$ cat src/verilog/sadc_consts.svh
// Purpose: Numeric constants of the SAR frame sequencer
// Assumes: clk_sys at 100 MHz
// Notes:   Edge numbers count serial clock falling edges in a frame
`ifndef SADC_CONSTS_SVH
`define SADC_CONSTS_SVH
// ==========================================================
// Frame edge numbers
`define SADC_FALL_CONV      6'h10
`define SADC_FALL_SHORT_MAX 6'h1D
`define SADC_FALL_LONG      6'h1E
`define SADC_FALL_SAT       6'h3F
// ==========================================================
// Timing
`define SADC_CLK_NS         10
`define SADC_WAKE_NS        1000
`define SADC_WAKE_CYC       ((`SADC_WAKE_NS + `SADC_CLK_NS - 1) / `SADC_CLK_NS)
`endif

$ cat src/verilog/sadc_pkg.sv
// Purpose: Types shared by the frame sequencer modules
// Assumes: nothing
// Notes:   One-hot state codes
package sadc_pkg;
  // ==========================================================
  // Frame length mode
  typedef enum logic [1:0] {
    SADC_SHORT = 2'h1,
    SADC_LONG  = 2'h2
  } sadc_mode_e;
  // ==========================================================
  // Power state
  typedef enum logic [2:0] {
    SADC_ON     = 3'h1,
    SADC_DOWN   = 3'h2,
    SADC_WAKING = 3'h4
  } sadc_pwr_e;
endpackage

$ cat src/verilog/sadc_ctl_if.sv
// Purpose: Internal links from the sequencer to shifter and power unit
// Assumes: single clock domain
// Notes:   None
`timescale 1ns/100ps
interface sadc_ctl_if #(parameter int W = 16);
  logic         load;
  logic         shift;
  logic [W-1:0] word;
  logic         bitOut;
  logic         pdEnter;
  logic         wake;
  logic         pdState;
  logic         ready;
  modport ctrl    (output load, shift, word, pdEnter, wake, input bitOut, pdState, ready);
  modport shifter (input load, shift, word, output bitOut);
  modport power   (input pdEnter, wake, output pdState, ready);
endinterface

$ cat src/verilog/sadc_shifter.sv
// Purpose: Output word shift register, MSB first
// Assumes: load wins over shift
// Notes:   Zeros fill in behind the word
`timescale 1ns/100ps
module sadc_shifter #(
  parameter int W = 16
) (
  // Clock and reset
  input wire logic clk_sys,
  input wire logic nrst,
  // Control
  sadc_ctl_if.shifter ctl
);
  logic [W-1:0] shReg;

  // ==========================================================
  // Shift register
  always_ff @(posedge clk_sys or negedge nrst)
  begin
    if (!nrst)
      shReg <= '0;
    else if (ctl.load)
      shReg <= ctl.word;
    else if (ctl.shift)
      shReg <= {shReg[W-2:0], 1'b0};
  end

  // Shifter output bit is always the register MSB; the top registers it onto the pin
  assign ctl.bitOut = shReg[W-1];
endmodule

$ cat src/verilog/sadc_power.sv
// Purpose: Power-down state and wake-up timer
// Assumes: clk_sys at 100 MHz
// Notes:   ready stays low for the whole warm-up time
`timescale 1ns/100ps
`include "sadc_consts.svh"
module sadc_power #(
  parameter int WAKE_CYC = `SADC_WAKE_CYC
) (
  // Clock and reset
  input wire logic clk_sys,
  input wire logic nrst,
  // Control
  sadc_ctl_if.power ctl
);
  sadc_pkg::sadc_pwr_e state;
  logic [11:0]         wakeCnt;
  logic                readyReg;

  // ==========================================================
  // Power state machine
  always_ff @(posedge clk_sys or negedge nrst)
  begin
    if (!nrst)
    begin
      state   <= sadc_pkg::SADC_ON;
      wakeCnt <= '0;
    end
    else
    begin
      case (state)
        sadc_pkg::SADC_ON:
        begin
          if (ctl.pdEnter)
            state <= sadc_pkg::SADC_DOWN;
        end
        sadc_pkg::SADC_DOWN:
        begin
          if (ctl.wake)
          begin
            state   <= sadc_pkg::SADC_WAKING;
            wakeCnt <= 12'(WAKE_CYC - 1);
          end
        end
        sadc_pkg::SADC_WAKING:
        begin
          if (ctl.pdEnter)
            state <= sadc_pkg::SADC_DOWN;
          else if (wakeCnt == '0)
            state <= sadc_pkg::SADC_ON;
          else
            wakeCnt <= wakeCnt - 12'h001;
        end
        default:
          state <= sadc_pkg::SADC_ON;
      endcase
    end
  end

  // Ready flag registered so the top sees a clean level
  always_ff @(posedge clk_sys or negedge nrst)
  begin
    if (!nrst)
      readyReg <= 1'b1;
    else
      readyReg <= (state == sadc_pkg::SADC_ON) && !ctl.pdEnter;
  end

  assign ctl.pdState = (state == sadc_pkg::SADC_DOWN);
  assign ctl.ready   = readyReg;
endmodule

$ cat src/verilog/sadc_frame_ctrl.sv
// Purpose: Serial frame and conversion sequencer of a 14-bit SAR converter
// Assumes: csN, sclk and the request pin are synchronous to clk_sys
// Notes:   Edges of csN and sclk are found by comparing with last sample
`timescale 1ns/100ps
`include "sadc_consts.svh"
module sadc_frame_ctrl #(
  parameter int RES_BITS   = 14,
  parameter int FRAME_BITS = 16,
  parameter bit DIFF_INPUT = 1'b1,
  parameter int WAKE_CYC   = `SADC_WAKE_CYC
) (
  // Clock and reset
  input  wire logic                clk_sys,
  input  wire logic                nrst,
  // Serial pins
  input  wire logic                csN,
  input  wire logic                sclk,
  input  wire logic                powerDownRequestPin,
  output      logic                sdo,
  output      logic                sdoOe,
  // Converter core
  input  wire logic [RES_BITS-1:0] rawCode,
  output      logic                sampleHold,
  output      logic                acquiring,
  output      logic                convDone,
  // Status
  output      logic                longMode,
  output      logic                frameDataValid,
  output      logic                powerDown,
  output      logic                operational
);

  // ==========================================================
  // Declarations
  sadc_ctl_if #(.W(FRAME_BITS)) ctl ();

  logic                  csPrev;
  logic                  sclkPrev;
  logic                  csFall;
  logic                  csRise;
  logic                  sclkFall;
  logic                  sclkRise;
  logic                  selected;
  logic [5:0]            fallCnt;
  logic [5:0]            next_fallCnt;
  logic                  seenRise;
  logic                  convEdge;
  logic                  longEdge;
  logic                  earlyRise;
  logic                  shortRise;
  sadc_pkg::sadc_mode_e  mode;
  logic [RES_BITS-1:0]   result;
  logic [RES_BITS-1:0]   fmtCode;
  logic [FRAME_BITS-1:0] prevWord;
  logic [FRAME_BITS-1:0] newWord;
  logic                  pdArmed;
  logic                  invalidPending;

  // ==========================================================
  // Edge detection on the serial pins
  always_ff @(posedge clk_sys or negedge nrst)
  begin
    if (!nrst)
    begin
      csPrev   <= 1'b1;
      sclkPrev <= 1'b0;
    end
    else
    begin
      csPrev   <= csN;
      sclkPrev <= sclk;
    end
  end

  assign csFall   = csPrev & ~csN;
  assign csRise   = ~csPrev & csN;
  assign sclkFall = sclkPrev & ~sclk;
  assign sclkRise = ~sclkPrev & sclk;
  assign selected = ~csPrev & ~csN;

  // ==========================================================
  // Falling edge counter, saturating so long frames never wrap
  always_comb
  begin
    next_fallCnt = fallCnt;
    if (csFall)
      next_fallCnt = '0;
    else if (selected && sclkFall && fallCnt != `SADC_FALL_SAT)
      next_fallCnt = fallCnt + 6'h01;
  end

  always_ff @(posedge clk_sys or negedge nrst)
  begin
    if (!nrst)
      fallCnt <= '0;
    else
      fallCnt <= next_fallCnt;
  end

  // Edge numbers of interest, seen as the count moves onto them or at deselect
  assign convEdge  = selected && sclkFall && (next_fallCnt == `SADC_FALL_CONV)
                     && (fallCnt != `SADC_FALL_CONV);
  assign longEdge  = selected && sclkFall && (next_fallCnt == `SADC_FALL_LONG)
                     && (fallCnt != `SADC_FALL_LONG);
  assign earlyRise = csRise && (fallCnt < `SADC_FALL_CONV);
  assign shortRise = csRise && (fallCnt >= `SADC_FALL_CONV)
                     && (fallCnt < `SADC_FALL_SHORT_MAX);

  // ==========================================================
  // First serial clock rise of the frame arms shifting
  always_ff @(posedge clk_sys or negedge nrst)
  begin
    if (!nrst)
      seenRise <= 1'b0;
    else if (csFall)
      seenRise <= 1'b0;
    else if (selected && sclkRise)
      seenRise <= 1'b1;
  end

  // ==========================================================
  // Output code format of the variant
  always_comb
  begin
    if (DIFF_INPUT)
      fmtCode = {~rawCode[RES_BITS-1], rawCode[RES_BITS-2:0]};
    else
      fmtCode = rawCode;
  end

  // Frame words, result left-justified with trailing zeros
  assign prevWord = {result, {(FRAME_BITS-RES_BITS){1'b0}}};
  assign newWord  = {fmtCode, {(FRAME_BITS-RES_BITS){1'b0}}};

  // ==========================================================
  // Conversion result store, written at the end of conversion
  always_ff @(posedge clk_sys or negedge nrst)
  begin
    if (!nrst)
      result <= '0;
    else if (convEdge)
      result <= fmtCode;
  end

  // Conversion done strobe toward the converter core
  always_ff @(posedge clk_sys or negedge nrst)
  begin
    if (!nrst)
      convDone <= 1'b0;
    else
      convDone <= convEdge;
  end

  // ==========================================================
  // Frame length mode
  always_ff @(posedge clk_sys or negedge nrst)
  begin
    if (!nrst)
      mode <= sadc_pkg::SADC_SHORT;
    else if (longEdge)
      mode <= sadc_pkg::SADC_LONG;
    else if (shortRise)
      mode <= sadc_pkg::SADC_SHORT;
  end

  always_ff @(posedge clk_sys or negedge nrst)
  begin
    if (!nrst)
      longMode <= 1'b0;
    else
      longMode <= (mode == sadc_pkg::SADC_LONG);
  end

  // ==========================================================
  // Shift register control
  // Load at select fall with the stored word (zeros in long mode), reload at fall 16 with
  // the fresh code so a held select sees it with no latency.
  always_comb
  begin
    ctl.load  = 1'b0;
    ctl.shift = 1'b0;
    ctl.word  = prevWord;
    if (csFall)
    begin
      ctl.load = 1'b1;
      if (mode == sadc_pkg::SADC_LONG)
        ctl.word = '0;
    end
    else if (convEdge)
    begin
      ctl.load = 1'b1;
      ctl.word = newWord;
    end
    else if (selected && sclkFall && seenRise)
      ctl.shift = 1'b1;
  end

  sadc_shifter #(
    .W       (FRAME_BITS)
  ) u_shifter (
    .clk_sys (clk_sys),
    .nrst    (nrst),
    .ctl     (ctl)
  );

  // ==========================================================
  // Output pin and enable
  // The bit lags the shift register by one cycle, so the enable is
  // delayed to match and no stale bit is seen at select fall.
  always_ff @(posedge clk_sys or negedge nrst)
  begin
    if (!nrst)
    begin
      sdo   <= 1'b0;
      sdoOe <= 1'b0;
    end
    else
    begin
      sdo   <= ctl.bitOut;
      sdoOe <= ~csPrev & ~csN;
    end
  end

  // ==========================================================
  // Sample and acquisition phase
  always_ff @(posedge clk_sys or negedge nrst)
  begin
    if (!nrst)
      sampleHold <= 1'b0;
    else
      sampleHold <= csFall;
  end

  always_ff @(posedge clk_sys or negedge nrst)
  begin
    if (!nrst)
      acquiring <= 1'b1;
    else if (csFall)
      acquiring <= 1'b0;
    else if (convEdge)
      acquiring <= 1'b1;
    else if (earlyRise)
      acquiring <= 1'b1;
  end

  // ==========================================================
  // Abort bookkeeping: the frame after an abort carries bad data
  always_ff @(posedge clk_sys or negedge nrst)
  begin
    if (!nrst)
      invalidPending <= 1'b0;
    else if (earlyRise)
      invalidPending <= 1'b1;
    else if (csFall)
      invalidPending <= 1'b0;
  end

  always_ff @(posedge clk_sys or negedge nrst)
  begin
    if (!nrst)
      frameDataValid <= 1'b0;
    else if (csFall)
      frameDataValid <= ~invalidPending;
  end

  // ==========================================================
  // Power-down request, read only at deselect
  always_ff @(posedge clk_sys or negedge nrst)
  begin
    if (!nrst)
      pdArmed <= 1'b0;
    else if (csRise)
      pdArmed <= powerDownRequestPin;
    else if (convEdge)
      pdArmed <= 1'b0;
  end

  // Entry at end of conversion; the shifter keeps running meanwhile.
  // Wake on a clock rise while deselected, on deselect with the pin
  // low, or on select fall so a frame never starts powered off.
  always_comb
  begin
    ctl.pdEnter = convEdge && pdArmed;
    ctl.wake    = (csN && csPrev && sclkRise)
                  || (csRise && !powerDownRequestPin)
                  || csFall;
  end

  sadc_power #(
    .WAKE_CYC (WAKE_CYC)
  ) u_power (
    .clk_sys  (clk_sys),
    .nrst     (nrst),
    .ctl      (ctl)
  );

  // ==========================================================
  // Power status outputs
  always_ff @(posedge clk_sys or negedge nrst)
  begin
    if (!nrst)
    begin
      powerDown   <= 1'b0;
      operational <= 1'b1;
    end
    else
    begin
      powerDown   <= ctl.pdState;
      operational <= ctl.ready;
    end
  end

endmodule

$ cat config.mk
export PLATFORM = sky130hd
export DESIGN_NAME = sadc_frame_ctrl
export DESIGN_NICKNAME = d
export VERILOG_FILES = /design/src/verilog/sadc_pkg.sv /design/src/verilog/sadc_ctl_if.sv /design/src/verilog/sadc_shifter.sv /design/src/verilog/sadc_power.sv /design/src/verilog/sadc_frame_ctrl.sv
export VERILOG_INCLUDE_DIRS = /design/src /design/src/verilog
export SDC_FILE = /design/constraint.sdc
export NUM_CORES = 1
export LEC_CHECK = 0
export BUFFER_PORTS_ARGS = -buffer_cell sky130_fd_sc_hd__clkbuf_2
export CAP_MARGIN = 15
export CORE_MARGIN = 2
export CORE_UTILIZATION = 59
export DETAILED_ROUTE_END_ITERATION = 16
export PLACE_DENSITY = 0.79
export SYNTH_ARGS = -nofsm -noshare
export SYNTH_HDL_FRONTEND = slang
export SYNTH_SLANG_ARGS = --single-unit
$ cat constraint.sdc
create_clock -name clk_sys -period 3.5 [get_ports clk_sys]
set_clock_uncertainty 0.2 [all_clocks]
set_input_delay 0.35 -clock clk_sys [delete_from_list [all_inputs] [get_ports clk_sys]]
set_output_delay 0.35 -clock clk_sys [all_outputs]
set_load 0.01 [all_outputs]
-- Word level (Yosys, flattened, before mapping)
Index checks and enable logic that the tools add are counted.
- bits in registers: 68
- input bits: 19
- output and inout port bits: 9
- word-level logic and storage cells: 113
- add/sub/neg operators: 2
- magnitude comparators: 3
- equal/unequal tests: 14
- muxes and demuxes: 32
- bitwise logic cells: 11
- reductions and logical operators: 30
- operators by type and width (operator ; count):
    16-bit 2-to-1 mux ; 5
    12-bit 2-to-1 mux ; 3
    12-bit one-hot mux with 2 select lines ; 1
    1-bit logical AND ; 16
    1-bit 2-to-1 mux ; 14
    6-bit by 5-bit equality test with 1-bit output (second input constant) ; 2
    12-bit logical NOT ; 1
    6-bit by 5-bit < comparator with 1-bit output (second input constant) ; 2
    3-bit 2-to-1 mux ; 4
    6-bit 2-to-1 mux ; 2
    6-bit by 5-bit inequality test with 1-bit output (second input constant) ; 2
    2-bit nonzero test ; 6
    12-bit by 1-bit subtractor with 12-bit output (second input constant) ; 1
    3-bit one-hot mux with 3 select lines ; 1
    6-bit by 1-bit adder with 6-bit output (second input constant) ; 1
    6-bit by 5-bit >= comparator with 1-bit output (second input constant) ; 1
    2-bit inequality test (second input constant) ; 3
    6-bit inequality test (second input constant) ; 1
    1-bit NOT ; 6
    1-bit AND ; 5
    2-bit 2-to-1 mux ; 2
    4-bit AND reduction ; 1
    3-bit by 1-bit equality test with 1-bit output (second input constant) ; 1
    3-bit by 2-bit equality test with 1-bit output (second input constant) ; 1
    8 further kinds ; 10

-- Logic depth before layout (Yosys ltp)
Gate-level depths: netlist (run 1).
- depth after elaboration: 13
- depth in mapped cells: 10
- gate-level depth less buffers: 9

-- Cells and area by module
From an unflattened synthesis (run 1), not the netlist that was laid out.
- cells, all modules: 321
- area total of the unflattened synthesis: 3519.6 um^2
- by module, submodules not included (module ; times used ; cells an instance ; area each (um^2) ; seq. area each (um^2)):
    sadc_frame_ctrl ; 1 ; 158 ; 1833.0 ; 905.9
    sadc_power ; 1 ; 94 ; 944.7 ; 402.9
    sadc_shifter ; 1 ; 69 ; 742.0 ; 400.4

-- Worst setup path before layout (run 1)
OpenSTA, ideal clock, no wires.
- kind: register -> register
- from: reg fallCnt[1]
- to: reg result[0]
- library setup time: 0.125 ns
- arrival time: 2.158 ns
- required time: 3.175 ns
- path slack: 1.017 ns
- cell stages (with the launch flop): 10
- buffers on the path: 2
- clock period less this slack: 2.483 ns
- path through: dfrtp_1 ha_1 nand4_1 o2111ai_1 xor2_1 nor2_1 buf_2 nor2_4 buf_4 mux2_2
- word-level cells in the longest chain between the ends: 7
- elaborated cells between the ends (all ways): 9
- classes of those cells: add/sub (1); eq/ne (3); mux (2); reduce/logical (3)
- ends and longest elaborated chain (what ; line ; source):
    start, declared ; sadc_frame_ctrl.sv:44 ; logic [5:0] fallCnt;
    start signal, assigned ; sadc_frame_ctrl.sv:97 ; fallCnt <= next_fallCnt;
    parallel branches: the longest is 2 deep, another holds 6-bit by 1-bit adder with 6-bit output ; n/a ;
    6-bit 2-to-1 mux (*) ; sadc_frame_ctrl.sv:88 ; else if (selected && sclkFall && fallCnt != `SADC_FALL_SAT)
    6-bit 2-to-1 mux (*) ; sadc_frame_ctrl.sv:86 ; if (csFall)
    net next_fallCnt[3] ; sadc_frame_ctrl.sv:45 ; logic [5:0] next_fallCnt;
    6-bit by 5-bit equality test with 1-bit output (no source line) (*) ; n/a ;
    1-bit logical AND (*) (2 in series) ; sadc_frame_ctrl.sv:101 ; assign convEdge = selected && sclkFall && (next_fallCnt == `SADC_FALL_CONV)
    end signal, assigned ; sadc_frame_ctrl.sv:142 ; result <= fmtCode;
    end, declared ; sadc_frame_ctrl.sv:52 ; logic [RES_BITS-1:0] result;
Mark *: on every way through the listed nets, which the timed path passes.
A chain may end at the register's enable or synchronous reset.

-- Final worst setup path (run 1)
- from: in csN
- to: reg result[2]
- word-level cells in the longest chain between the ends: 9
- elaborated cells between the ends (all ways): 10
- classes of those cells: eq/ne (1); mux (2); bitwise (3); reduce/logical (4)
- ends and longest elaborated chain (what ; line ; source):
    start, declared ; sadc_frame_ctrl.sv:16 ; input wire logic csN,
    1-bit NOT (*) ; sadc_frame_ctrl.sv:75, sadc_frame_ctrl.sv:79 ;
    1-bit AND ; sadc_frame_ctrl.sv:79 ; assign selected = ~csPrev & ~csN;
    1-bit logical AND ; sadc_frame_ctrl.sv:88, sadc_frame_ctrl.sv:101 ;
    1-bit logical AND (no source line) ; n/a ;
    6-bit 2-to-1 mux ; sadc_frame_ctrl.sv:88 ;
    6-bit 2-to-1 mux ; sadc_frame_ctrl.sv:86 ;
    6-bit by 5-bit equality test with 1-bit output (no source line) ; n/a ;
    1-bit logical AND (*) (2 in series) ; sadc_frame_ctrl.sv:101 ;
Every way passes the cells marked *; elsewhere a longest branch is shown, timed or not.

==> results by stage, run 1 <==
Critical path:
- The worst register-to-register path ends at result[2].
- On the critical path, the stage with the largest delay is an instance of sky130_fd_sc_hd__dlygate4sd3_1.
- Data on the critical path arrives at its endpoint at 3.13 ns.
- For the worst setup path, the data required time is about 3.5 ns.
- The depth of the worst register-to-register path is 7.
- The critical path starts at csN.
- Of all nets on the critical path, the largest fanout is 21.
- The setup check on the worst reg-to-reg path leaves a slack of approximately 0.56 ns.
- The capturing element type of the critical path is a flip-flop.
- The maximum single-stage delay on the critical path is between 0.5 and 0.6 ns.
- The startpoint kind of the worst setup timing path is an input port.
- The critical path goes through dlygate4sd3_1 > clkbuf_2 > nor4b_4 > o21ai_2 > o311ai_2 > o2111ai_4 > nor2_4 > buf_12 > mux2_2.
- The endpoint of the most critical setup path is result[2].
- In this run the critical register-to-register path is launched from fallCnt[1].
- The worst setup path is of the input port to flip-flop kind.

Run status:
- The run finished with clean final reports.

Power and ir drop:
- The total power divided by cell area is 417 mW/mm2.
- The power share of the combinational group is between 7 and 8%.
- The net switching share of the total power is about 24%.
- Summing internal, switching and leakage power gives between 1.5 and 2 mW.
- The fraction of power consumed by sequential logic is a little over half.
- Across the VDD grid, the largest voltage drop is approximately 0.00032 V.
- The clock power share is between 30% and 40%.
- The switching power summed over all nets is 376 uW.
- Cell internal power was estimated by the tool at about 1.2 mW.
- The leakage dissipation is 1.65 nW.

Timing:
- Across all hold checks on the routed design, the worst slack comes to ~0.048 ns.
- The pin slew with the least headroom to its limit is between 0.5 and 0.6 ns.
- Measured against its own limit, the worst slew margin works out to just over 60%.
- Setup violations remaining at the end of the flow were counted as 0.
- In the post-route analysis, the smallest setup slack over all paths is about 0.4 ns.
- The final count of pins violating max slew came to 0.
- After routing, the total negative slack on setup checks comes to 0 ns.
- The post-route minimum period is roughly 3.1 ns.
- Setup repair after global routing left no endpoint under its margin.
- The total count of hold-check failures in the final report is 0.
- The highest achievable clock rate is roughly 320 MHz.
- The final critical path takes up around 90% of the cycle.

Synth:
- The gate count after technology mapping is approximately 320.
- The count of unique library cells instantiated by Yosys is between 50 and 60.
- The most used flip-flop cell after synthesis is sky130_fd_sc_hd__dfrtp_1.
- The number of enable-type register cells in the synthesized netlist is 0.
- The flip-flop and latch count after synthesis is 66.
- The share of the Yosys chip area taken by registers is between 50 and 60%.
- The top cell type by area accounts for a little under half of the synthesized area.
- The total nets after synthesis is 342.
- The share of flip-flops with an asynchronous set or reset after synthesis is 100%.
- sky130_fd_sc_hd__dfrtp_1 takes more of the synthesized area than any other cell.
- By area the synthesized netlist is led by sky130_fd_sc_hd__dfrtp_1 (46%), sky130_fd_sc_hd__dfstp_2 (4.8%), sky130_fd_sc_hd__mux2_2 (4.8%).
- After synthesis the cells add up to around 0.0033 mm2.
- During synthesis, Yosys emitted a total of 0 warnings.
- The average cell area after synthesis is 10.3 um2.

Clocking:
- Post-CTS repair changed the size of 0 cells.
- The number of H-tree branching levels is 3.
- The tree is rooted in a sky130_fd_sc_hd__clkbuf_8.
- Clock tree synthesis found a total of 66 sinks.
- The maximum count of clock buffers along a single path is 2.
- The number of clock buffers added by TritonCTS is 9.
- After clock tree synthesis, the clock-pin slew on the worst setup and hold paths is 0.07 ns.
- TritonCTS built the clock tree.
- Clock latency on the worst-skew pair, taken at its later pin, is approximately 0.34 ns.

Routing:
- The detail route stage leaves a number of antenna-violating nets equal to 0.
- The final route contains ~2500 vias.
- Wires add up to between 6 and 7 mm.
- The first detailed-routing pass took 4 iterations.
- The post-detailed-route wirelength per cell is approximately 15 um.
- The number of DRC markers in iteration 0 is approximately 190.
- The remaining design rule violation count is 0.
- Dividing the detail-routed via count by the number of cells gives about 5.8.

Placement:
- Prior to clock tree synthesis, the placed netlist has a worst setup slack of around 0.61 ns.
- The HPWL after detailed placement is 4.69 mm.
- The count of placed standard cells including taps is 410.
- The instance area at placement is roughly 0.0035 mm2.
- Port buffering added 27 buffers.
- The congestion estimate from routability-driven global placement came to 0.902.

Finish:
- Cells fill between 60 and 70% of the core in the end.
- The fraction of final layout cells sized beyond drive strength 1 is 23.2%.
- The signed area change from the synthesized netlist to the final layout is 13.5%.
- The cell area after layout is ~0.0037 mm2.
- The count of cells in the finished layout, fillers not included, comes to around 430.
- The number of diodes added for antenna fixing is 0.
- The final layout contains 375 nets.

Floorplan:
- The die area is around 0.0062 mm2.
- The die is between 70 and 80 um wide.
- The number of rows created at floorplan is 27.
- The floorplan core area is approximately 0.0054 mm2.
- The total I/O pin count is 28.
- The die height is between 70 and 80 um.
- The initial cell density of the core is 60.1%.

Global route:
- The number of global-route vias before repair came to 2435.
- Summed over all layers, the global routing overflow is 0.
- The number of antenna violations at the first check in global routing came to 0.
- The overall fraction of global-route tracks in use is roughly a quarter.
- The pin count of the biggest net entering global routing is 40.
- The global-route wire length before repair is roughly 11 mm.

Hold path:
- The type of the tightest min-delay check is input port to flip-flop.
- The worst hold path begins at rawCode[5].

Job:
- Across the run, the number of max-cap violations was 0.
## sequential cells by signal (all words and copies together) (netlist names)
name	flops
seenRise	1
u_shifter.shReg	14
mode	2
operational	1
sdo	1
csPrev	1
u_power.ctl.ready	1
result	14
longMode	1
u_power.state	3
convDone	1
u_power.wakeCnt	12
powerDown	1
pdArmed	1
invalidPending	1
sdoOe	1
sampleHold	1
acquiring	1
frameDataValid	1
fallCnt	6
sclkPrev	1
## what timing repair did
action / in CTS / in global routing
endpoints found under the hold margin: 26 / 0
setup buffers: 0 / 0
hold buffers: 3 / 0
## cell usage in the layout, fill, tap and decap left out, drive strengths merged, types with 3 or more instances in the layout
master and instances:
nor4 4, dlygate4sd3 3, dfrtp 60, buf 9, nand3 8, and3 3
nand2b 6, or4 3, mux2 14, nand4 4, ha 4, dfstp 6
clkbuf 37, or3 10, mux2i 9, o21ai 21, nand2 24, and2 3
o221ai 10, a22oi 4, inv 20, nor3 8, a21oi 24, nor2 23
## cells in the mapped netlist, types with 3 or more instances
master	instances
sky130_fd_sc_hd__dfrtp_1	60
sky130_fd_sc_hd__inv_1	20
sky130_fd_sc_hd__and3_1	3
sky130_fd_sc_hd__nor4_1	4
sky130_fd_sc_hd__or3_1	10
sky130_fd_sc_hd__a21oi_1	24
sky130_fd_sc_hd__a22oi_1	4
sky130_fd_sc_hd__nor3_1	8
sky130_fd_sc_hd__mux2_2	14
sky130_fd_sc_hd__o21ai_0	18
sky130_fd_sc_hd__nand2_1	24
sky130_fd_sc_hd__o221ai_1	10
sky130_fd_sc_hd__nand3_1	8
sky130_fd_sc_hd__nor2_1	22
sky130_fd_sc_hd__and2_1	3
sky130_fd_sc_hd__dfstp_2	6
sky130_fd_sc_hd__clkbuf_1	3
sky130_fd_sc_hd__nand2b_1	6
sky130_fd_sc_hd__buf_2	10
sky130_fd_sc_hd__mux2i_1	9
sky130_fd_sc_hd__ha_1	4
sky130_fd_sc_hd__nand4_1	4
## logic make-up (layout without fill, tap and decap cells)
group | count (synthesis) | in the layout | share of synthesized area (%)
AND/OR/NAND/NOR | 106 | 106 | 17.6
AO/OA/AOI/OAI | 81 | 81 | 17.0
flip-flops | 66 | 66 | 50.7
buffers and inverters | 36 | 74 | 4.74
multiplexers | 23 | 23 | 7.57
adder cells (fa/ha/maj) | 4 | 4 | 1.53
XOR/XNOR | 3 | 3 | 0.804
## final cells by class
type                            count  area [um2]
Fill cell                         439        1730
Sequential cell                    66        1660
Multi-Input combinational cell    217        1460
Timing Repair Buffer               38         238
Clock buffer                       11         131
Tap cell                           72        90.1
Inverter                           20        75.1
Clock inverter                      5        55.1
## how the worst min path moves through the flow
stage	endpoint	slack, ns	cells after the start
after detailed placement	u_power.wakeCnt[8]	-0.01	1
after global placement	u_power.wakeCnt[8]	-0.01	1
final	result[5]	0.05	2
after floorplan	convDone	-0.15	0
after CTS	result[5]	0.04	2
after global routing	result[10]	0.04	2
## power groups by stage
stage	Combinational, mW	Sequential, mW	Clock (mW)
after floorplan	0.0610	0.827	0
after detailed placement	0.114	0.832	0
after global placement	0.111	0.831	0
final	0.116	0.818	0.614
after CTS	0.118	0.818	0.627
after global routing	0.132	0.821	0.655
## routing by layer
layer	share of wire [%]	track usage, %	wire length, um	vias to the layer above
li1	-	-	-	1219
met1	45	32.1	2980	1227
met2	49	37.2	3270	47
met3	3.0	4.60	196	13
met4	2.5	12.3	165	0
met5	0	0	0	-
## critical path: cells and delay by family
| family | cells | cell delay (ns) |
|---|---|---|
| buffers and inverters | 3 | 0.95 |
| AND/OR/NAND/NOR | 2 | 0.83 |
| AO/OA/AOI/OAI | 3 | 0.66 |
| multiplexers | 1 | 0.34 |
Power figures use the tool's default switching activity.
==> inputs of run 2 (changes only) <==
==> constraint.sdc (replaced) <==
create_clock -name clk_sys -period 3.5 [get_ports clk_sys]
set_clock_uncertainty 0.2 [all_clocks]
set_input_delay 0.875 -clock clk_sys [delete_from_list [all_inputs] [get_ports clk_sys]]
set_output_delay 0.875 -clock clk_sys [all_outputs]
set_load 0.01 [all_outputs]
==> run 2 against run 1 <==
Wire length grew 0.76%; non-clock buffer count fell by 2; sequential share of layout area increased by 0.20 points; register-to-register slack better by 0.06 ns; cell area decreased by 0.44%; setup slack improved by 0.22 ns; power rose by 0.80%; cell count decreased by 0.70%; highest routed layer unchanged; clock-buffer cell count fell by 1.
==> results by stage, run 2 (synthesized netlist as in run 1, its figures left out) <==
Run status:
- The run finished with clean final reports.

Floorplan:
- The initial cell density of the core came to 60.1% (unchanged).
- The total I/O pin count is 28 (unchanged).
- The number of rows created at floorplan is 27 (unchanged).
- The die boundary width is 78.5 um (unchanged).
- The die height is 78.5 um (unchanged).
- The die area is 0.00616 mm2 (unchanged).
- The floorplan core area is 0.00544 mm2 (unchanged).

Placement:
- The number of input and output port buffers inserted is 27 (unchanged).
- The placed wire-length estimate came to 4.66 mm (-0.50%).
- The weighted congestion reported at the end of routability-driven placement is 0.929 (+3.0%).

Timing:
- The total count of hold-check failures in the final report was 0 (unchanged).
- The tightest slew margin relative to the limit is 36.5% (-25 points).
- The highest achievable clock rate is 347 MHz (+7.8%).
- The final count of pins violating max slew is 0 (unchanged).
- The pin slew with the least headroom to its limit is 0.950 ns (+0.369 ns).
- The final setup violation count is 0 (unchanged).
- The part of the cycle the worst path needs was 82.3% (-6.4 points).
- Setup repair after global routing left no endpoint under its margin.
- The post-route minimum period is 2.88 ns (-0.225 ns).
- The setup TNS came to 0 ns (unchanged).

Finish:
- The area growth from synthesis to layout is 13.0%.
- The number of diodes added for antenna fixing is 0 (unchanged).
- The fraction of final layout cells sized beyond drive strength 1 came to 24.0% (+0.76 points).
- The commonest non-fill, non-tap cell in the layout is sky130_fd_sc_hd__dfrtp_1.
- The final net count is 373 (-0.53%).
- The top cell types in the final layout, fill and taps aside, are sky130_fd_sc_hd__dfrtp_1 (60), sky130_fd_sc_hd__clkbuf_2 (26), sky130_fd_sc_hd__nand2_1 (24), sky130_fd_sc_hd__a21oi_1 (24), sky130_fd_sc_hd__nor2_1 (22).
- The largest registers in the layout are result: 14 flops, u_shifter.shReg: 14 flops, u_power.wakeCnt: 12 flops.

Critical path:
- The worst endpoint data arrival time is 2.94 ns (-0.19 ns).
- The depth of the worst register-to-register path was 9 (+2).
- The critical path required time came to 3.56 ns (+0.04 ns).
- STA classifies the critical path endpoint as a flip-flop.
- The endpoint of the most critical setup path is u_power.wakeCnt[9].
- The peak fanout along the critical path is 8 (-62%).
- Traced cell by cell, the critical path runs through inv_1 > ha_1 > or4b_2 > nor4b_1 > nor2_1 > o21a_1 > nand4_1 > o21ai_0 > a21oi_1.
- The endpoint identified for the worst register-to-register timing path is u_power.wakeCnt[9].
- The minimum setup slack among reg-to-reg paths is 0.62 ns (+0.06 ns).
- The critical path start-end classification is flip-flop to flip-flop.
- The reg-to-reg startpoint is u_power.wakeCnt[0].
- The startpoint kind of the worst setup timing path is a flip-flop.
- The maximum single-stage delay on the critical path is 0.65 ns (+0.11 ns).
- For this design, the slowest cell found on the critical path is sky130_fd_sc_hd__or4b_2.
- The launching instance or port of the critical path is u_power.wakeCnt[0].

Power and ir drop:
- The internal portion of total power came to 1.18 mW (+1.2%).
- The total power divided by cell area is 422 mW/mm2 (+1.2%).
- The fraction of power consumed by sequential logic is 52.4% (-0.5 points).
- The leakage dissipation is 1.65 nW (-0.16%).
- The peak ir drop on the vdd network is 0.000388 V (+23%).
- The overall power after layout was 1.56 mW (+0.80%).
- The switching power summed over all nets is 375 uW (-0.37%).
- The power share of the combinational group was 7.4% (about the same).
- The net switching share of the total power was 24.0% (-0.28 points).
- The clock power share came to 40.2% (+0.5 points).

Clocking:
- The clock buffer count from CTS was 9 (unchanged).
- The number of buffers inserted for hold repair after clock tree synthesis was 0 (-3).
- The count of instances resized after the clock tree is built came to 0 (unchanged).
- The TritonCTS clock tree is yes.
- The clock root buffer master is sky130_fd_sc_hd__clkbuf_8.
- The clock latency on the worst-skew pair was 0.34 ns (about the same).
- The number of H-tree branching levels came to 3 (unchanged).
- The clock input transition at the sequential cells of the worst setup and hold paths came to 0.07 ns (about the same).
- The maximum count of clock buffers along a single path is 2 (unchanged).
- The count of clock tree sinks is 66 (unchanged).
- The total setup buffers inserted after CTS is 0 (unchanged).

Global route:
- The pin count of the biggest net entering global routing is 32 (-20%).
- The met2 demand-to-capacity share in global routing was 37.9% (+0.78 points).
- The most used routing layer in global routing is met2.
- The number of antenna violations at the first check in global routing is 0 (unchanged).
- The met1 usage in global routing is 31.8% (-0.30 points).
- The number of global-route vias before repair is 2394 (-1.7%).
- The global-route wire length before repair is 11.3 mm (about the same).
- The overall fraction of global-route tracks in use is 23.7% (-0.17 points).
- The global-route congestion overflow total was 0 (unchanged).
- The fraction of met3 tracks used by global routing was 4.94% (+0.34 points).

Hold path:
- The type of the tightest min-delay check is flip-flop to flip-flop.

Routing:
- The total vias in the final route is 2537 (+1.2%).
- The wire length after detailed routing is 6.66 mm (+0.76%).
- The routed via count divided by cell count is 5.96 (+1.9%).
- The remaining design rule violation count is 0 (unchanged).
- The length of the first detailed-routing pass in iterations is 4 (unchanged).
- The number of nets with antenna violations after routing is 0 (unchanged).
- The post-detailed-route wirelength per cell is 15.6 um (+1.5%).
- The number of DRC markers in iteration 0 is 149 (-22%).

Job:
- The max-cap check violation count is 0 (unchanged).
run 2: changes by cell type in the layout (fill, tap and decap cells not counted), sizes merged:
cell	change
dlygate4sd3	-3
buf	+1
clkbuf	-1
run 2: stage by stage:
step / instance area (um2) / std cells / setup WS, ns / utilization, % / hold WS, ns
after floorplan: 3270 / 319 / 0.622 / - / 0.145
after global placement: 3500 / 411 / 0.408 / 64.4 / 0.146
after detailed placement: 3500 / 411 / 0.333 / 64.4 / 0.147
after CTS: 3690 / 426 / 0.639 / 67.9 / 0.157
after global routing: 3690 / 426 / 0.409 / 67.9 / 0.161
final: 3690 / 426 / 0.619 / 67.9 / 0.156
run 2: cell type report:
| class | instances | area, um2 |
|---|---|---|
| clock buffer | 10 | 138 |
| inverter | 20 | 75.1 |
| timing repair buffer | 36 | 215 |
| clock inverter | 5 | 55.1 |
| fill | 444 | 1740 |
| multi-input combinational | 217 | 1460 |
| sequential | 66 | 1660 |
| tap | 72 | 90.1 |
run 2: how the worst min path moves through the flow:
stage,depth (start not counted),startpoint,endpoint
3_5_place_dp,0,u_power.ctl.ready,operational
3_3_place_gp,0,u_power.ctl.ready,operational
4_1_cts,0,u_power.ctl.ready,operational
6_report,0,u_power.ctl.ready,operational
2_1_floorplan,0,u_power.ctl.ready,operational
5_1_grt,0,u_power.ctl.ready,operational
run 2: critical path, delay by kind of cell, from the launching register on:
kind / cells / cell delay [ns]
flops: 1 / 0.39
compound gates: 3 / 0.53
fa+ha+maj: 1 / 0.18
simple gates: 4 / 1.42
buf+inv: 1 / 0.09
run 2: layer usage:
metal / up-vias / wire length [um]
li1: 1208 / -
met1: 1266 / 3000
met2: 53 / 3290
met3: 10 / 245
met4: 0 / 129
met5: - / 0
run 2: power groups by stage:
stage / Clock, mW / Combinational [mW] / Sequential (mW)
2_1_floorplan: 0 / 0.0610 / 0.827
3_3_place_gp: 0 / 0.112 / 0.831
3_5_place_dp: 0 / 0.116 / 0.831
4_1_cts: 0.642 / 0.117 / 0.818
5_1_grt: 0.666 / 0.131 / 0.821
6_report: 0.626 / 0.115 / 0.818
==> inputs of run 3 (changes only) <==
Clock period 3.5 ns to 2.76 ns, I/O delays scaled along.
==> run 3 against run 2 <==
Register-to-register slack got worse by 0.50 ns; via count increased by 4.6%; clock-buffer cell count unchanged; critical endpoint is now u_power.wakeCnt[4]; largest cell class unchanged; largest power group unchanged.
==> results by stage, run 3 (synthesized netlist as in run 1, its figures left out) <==
Floorplan:
- The number of rows created at floorplan was 27 (unchanged).
- The initial cell density of the core is 60.1% (unchanged).
- The total I/O pin count is 28 (unchanged).
- The die boundary width is 78.5 um (unchanged).
- The die area is 0.00616 mm2 (unchanged).
- The floorplan core area is 0.00544 mm2 (unchanged).
- The die height is 78.5 um (unchanged).

Power and ir drop:
- The net switching share of the total power is 23.7% (-0.32 points).
- The fraction of power consumed by sequential logic is 49.2% (-3.2 points).
- The power share of the combinational group was 7.4% (about the same).
- The clock power share is 43.4% (+3.2 points).
- The overall power after layout came to 2.11 mW (+35%).
- The switching power summed over all nets is 500 uW (+33%).
- The leakage dissipation is 1.80 nW (+9.3%).
- The internal portion of total power came to 1.61 mW (+36%).
- The total power divided by cell area is 526 mW/mm2 (+25%).
- The peak ir drop on the vdd network is 0.000373 V (-4.0%).

Clocking:
- The count of clock tree sinks is 66 (unchanged).
- The clock latency on the worst-skew pair is 0.35 ns (about the same).
- The root buffer cell chosen for the clock tree is sky130_fd_sc_hd__clkbuf_8.
- The clock input transition at the sequential cells of the worst setup and hold paths is 0.07 ns (about the same).
- The number of H-tree branching levels is 3 (unchanged).
- The clock buffer count from CTS is 9 (unchanged).
- TritonCTS built the clock tree.
- The number of buffers inserted for hold repair after clock tree synthesis was 0 (unchanged).
- The maximum count of clock buffers along a single path is 2 (unchanged).

Critical path:
- The critical path start-end classification is flip-flop to flip-flop.
- STA classifies the critical path endpoint as a flip-flop.
- The critical path required time is 2.84 ns (-0.72 ns).
- The destination of the worst register-to-register timing path is u_power.wakeCnt[4].
- The startpoint kind of the worst setup timing path is a flip-flop.
- The depth of the worst register-to-register path came to 10 (+1).
- The peak fanout along the critical path came to 3 (-5).
- The endpoint of the most critical setup path is u_power.wakeCnt[4].
- The worst endpoint data arrival time is 2.71 ns (-0.23 ns).
- The reg-to-reg startpoint is u_power.wakeCnt[0].
- The minimum setup slack among reg-to-reg paths is 0.12 ns (-0.50 ns).
- The launching instance or port of the critical path is u_power.wakeCnt[0].

Finish:
- The final net count is 396 (+6.2%).
- The cell area after layout came to 0.00401 mm2 (+8.5%).
- Leaving out fill and tap cells, the most frequent cells in the layout are sky130_fd_sc_hd__dfrtp_1 (58), sky130_fd_sc_hd__buf_4 (27), sky130_fd_sc_hd__clkbuf_2 (26), sky130_fd_sc_hd__a21oi_1 (24), sky130_fd_sc_hd__nand2_1 (23).
- Leaving out fill and tap cells, the most frequent cell in the layout is sky130_fd_sc_hd__dfrtp_1.
- The largest registers in the layout are result: 14 flops, u_shifter.shReg: 14 flops, u_power.wakeCnt: 12 flops.
- The number of diodes added for antenna fixing came to 0 (unchanged).
- The number of filler instances in the final layout is 389 (-12%).
- The fraction of final layout cells sized beyond drive strength 1 came to 31.5% (+7.5 points).
- The signed area change from the synthesized netlist to the final layout is 22.6%.

Routing:
- The remaining design rule violation count came to 0 (unchanged).
- The number of nets with antenna violations after routing came to 0 (unchanged).
- The length of the first detailed-routing pass in iterations came to 4 (unchanged).
- The routed via count divided by cell count is 5.90 (-1.0%).
- The post-detailed-route wirelength per cell came to 16.6 um (+6.3%).
- The number of DRC markers in iteration 0 is 173 (+16%).
- The total vias in the final route came to 2653 (+4.6%).
- The wire length after detailed routing came to 7.47 mm (+12%).

Timing:
- The final setup violation count is 0 (unchanged).
- The tightest slew margin relative to the limit came to 58.5% (+22 points).
- The final critical-path setup slack is 0.121 ns (-0.498 ns).
- The pin slew with the least headroom to its limit is 0.618 ns (-0.331 ns).
- The highest achievable clock rate was 379 MHz (+9.2%).
- The part of the cycle the worst path needs was 95.6% (+13 points).
- The total count of hold-check failures in the final report is 0 (unchanged).
- The post-route minimum period is 2.64 ns (-0.242 ns).
- The final count of pins violating max slew was 0 (unchanged).

Run status:
- The run finished with clean final reports.

Job:
- The max-cap check violation count is 0 (unchanged).

Placement:
- The number of input and output port buffers inserted was 27 (unchanged).
- The instance area at placement is 0.00367 mm2 (+4.8%).
- The placed wire-length estimate came to 5.00 mm (+7.3%).
- The weighted congestion reported at the end of routability-driven placement was 0.874 (-5.9%).
- The worst slack at placement is -0.0899 ns (-0.422 ns).

Global route:
- The global-route wire length before repair was 12.2 mm (+7.5%).
- The number of global-route vias before repair is 2619 (+9.4%).
- The pin count of the biggest net entering global routing is 26 (-19%).
- The number of antenna violations at the first check in global routing is 0 (unchanged).
- The global-route congestion overflow total is 0 (unchanged).
- The overall fraction of global-route tracks in use is 25.8% (+2.1 points).

Hold path:
- The type of the tightest min-delay check is input port to asynchronous set/reset pin.
run 3: worst min-delay path by stage:
stage	slack, ns	depth (start not counted)	end
final	0.13	1	result[4]
after global routing	0.16	0	operational
after CTS	0.14	1	result[2]
after detailed placement	0.15	0	operational
after global placement	0.15	0	operational
after floorplan	0.15	0	operational
run 3: per-layer routing:
| layer | track usage, % | part of all wire [%] | vias up |
|---|---|---|---|
| li1 | - | - | 1271 |
| met1 | 34.7 | 44 | 1310 |
| met2 | 41.3 | 50 | 58 |
| met3 | 3.79 | 4.1 | 14 |
| met4 | 12.5 | 2.0 | 0 |
| met5 | 0 | 0 | - |
run 3: final cells by class:
type                       instances  area, um2  area share (%)
inverter                          20       75.1            1.87
clock buffer                      10        138            3.43
timing repair buffer              59        414            10.3
multi-input combinational        217       1540            38.4
sequential                        66       1660            41.4
clock inverter                     6       90.1            2.25
tap                               72       90.1            2.25
run 3: power by group through the flow:
stage | Clock, mW | Combinational (mW) | Sequential (mW)
2_1_floorplan | 0 | 0.0774 | 1.05
3_3_place_gp | 0 | 0.148 | 1.05
3_5_place_dp | 0 | 0.153 | 1.05
4_1_cts | 0.930 | 0.154 | 1.04
5_1_grt | 0.968 | 0.177 | 1.04
6_report | 0.914 | 0.156 | 1.04
run 3: through the flow:
stage | std cells | util, % | TNS [ns] | hold WS, ns
floorplan | 319 | - | 0 | 0.145
global placement | 430 | 67.5 | -0.292 | 0.146
detailed placement | 430 | 67.5 | -1.96 | 0.147
CTS | 446 | 71.8 | 0 | 0.136
global route | 450 | 73.7 | -0.0414 | 0.160
finish | 450 | 73.7 | 0 | 0.129
run 3: timing repair:
action	CTS	global route
setup buffers	0	3
resized for setup	1	18
pin swaps	0	3
endpoints found under the setup margin	5	43
cloned	0	1
run 3: critical path, cell delays in order, from the launching register on:
cell                      delay (ns)
sky130_fd_sc_hd__dfrtp_1        0.34
sky130_fd_sc_hd__inv_1          0.07
sky130_fd_sc_hd__ha_1           0.23
sky130_fd_sc_hd__or4b_4         0.23
sky130_fd_sc_hd__nor4b_4        0.05
sky130_fd_sc_hd__buf_4          0.14
sky130_fd_sc_hd__nor2_2         0.12
sky130_fd_sc_hd__o21ai_2        0.07
sky130_fd_sc_hd__or4b_2         0.64
sky130_fd_sc_hd__or3_1          0.32
sky130_fd_sc_hd__a21oi_1        0.14
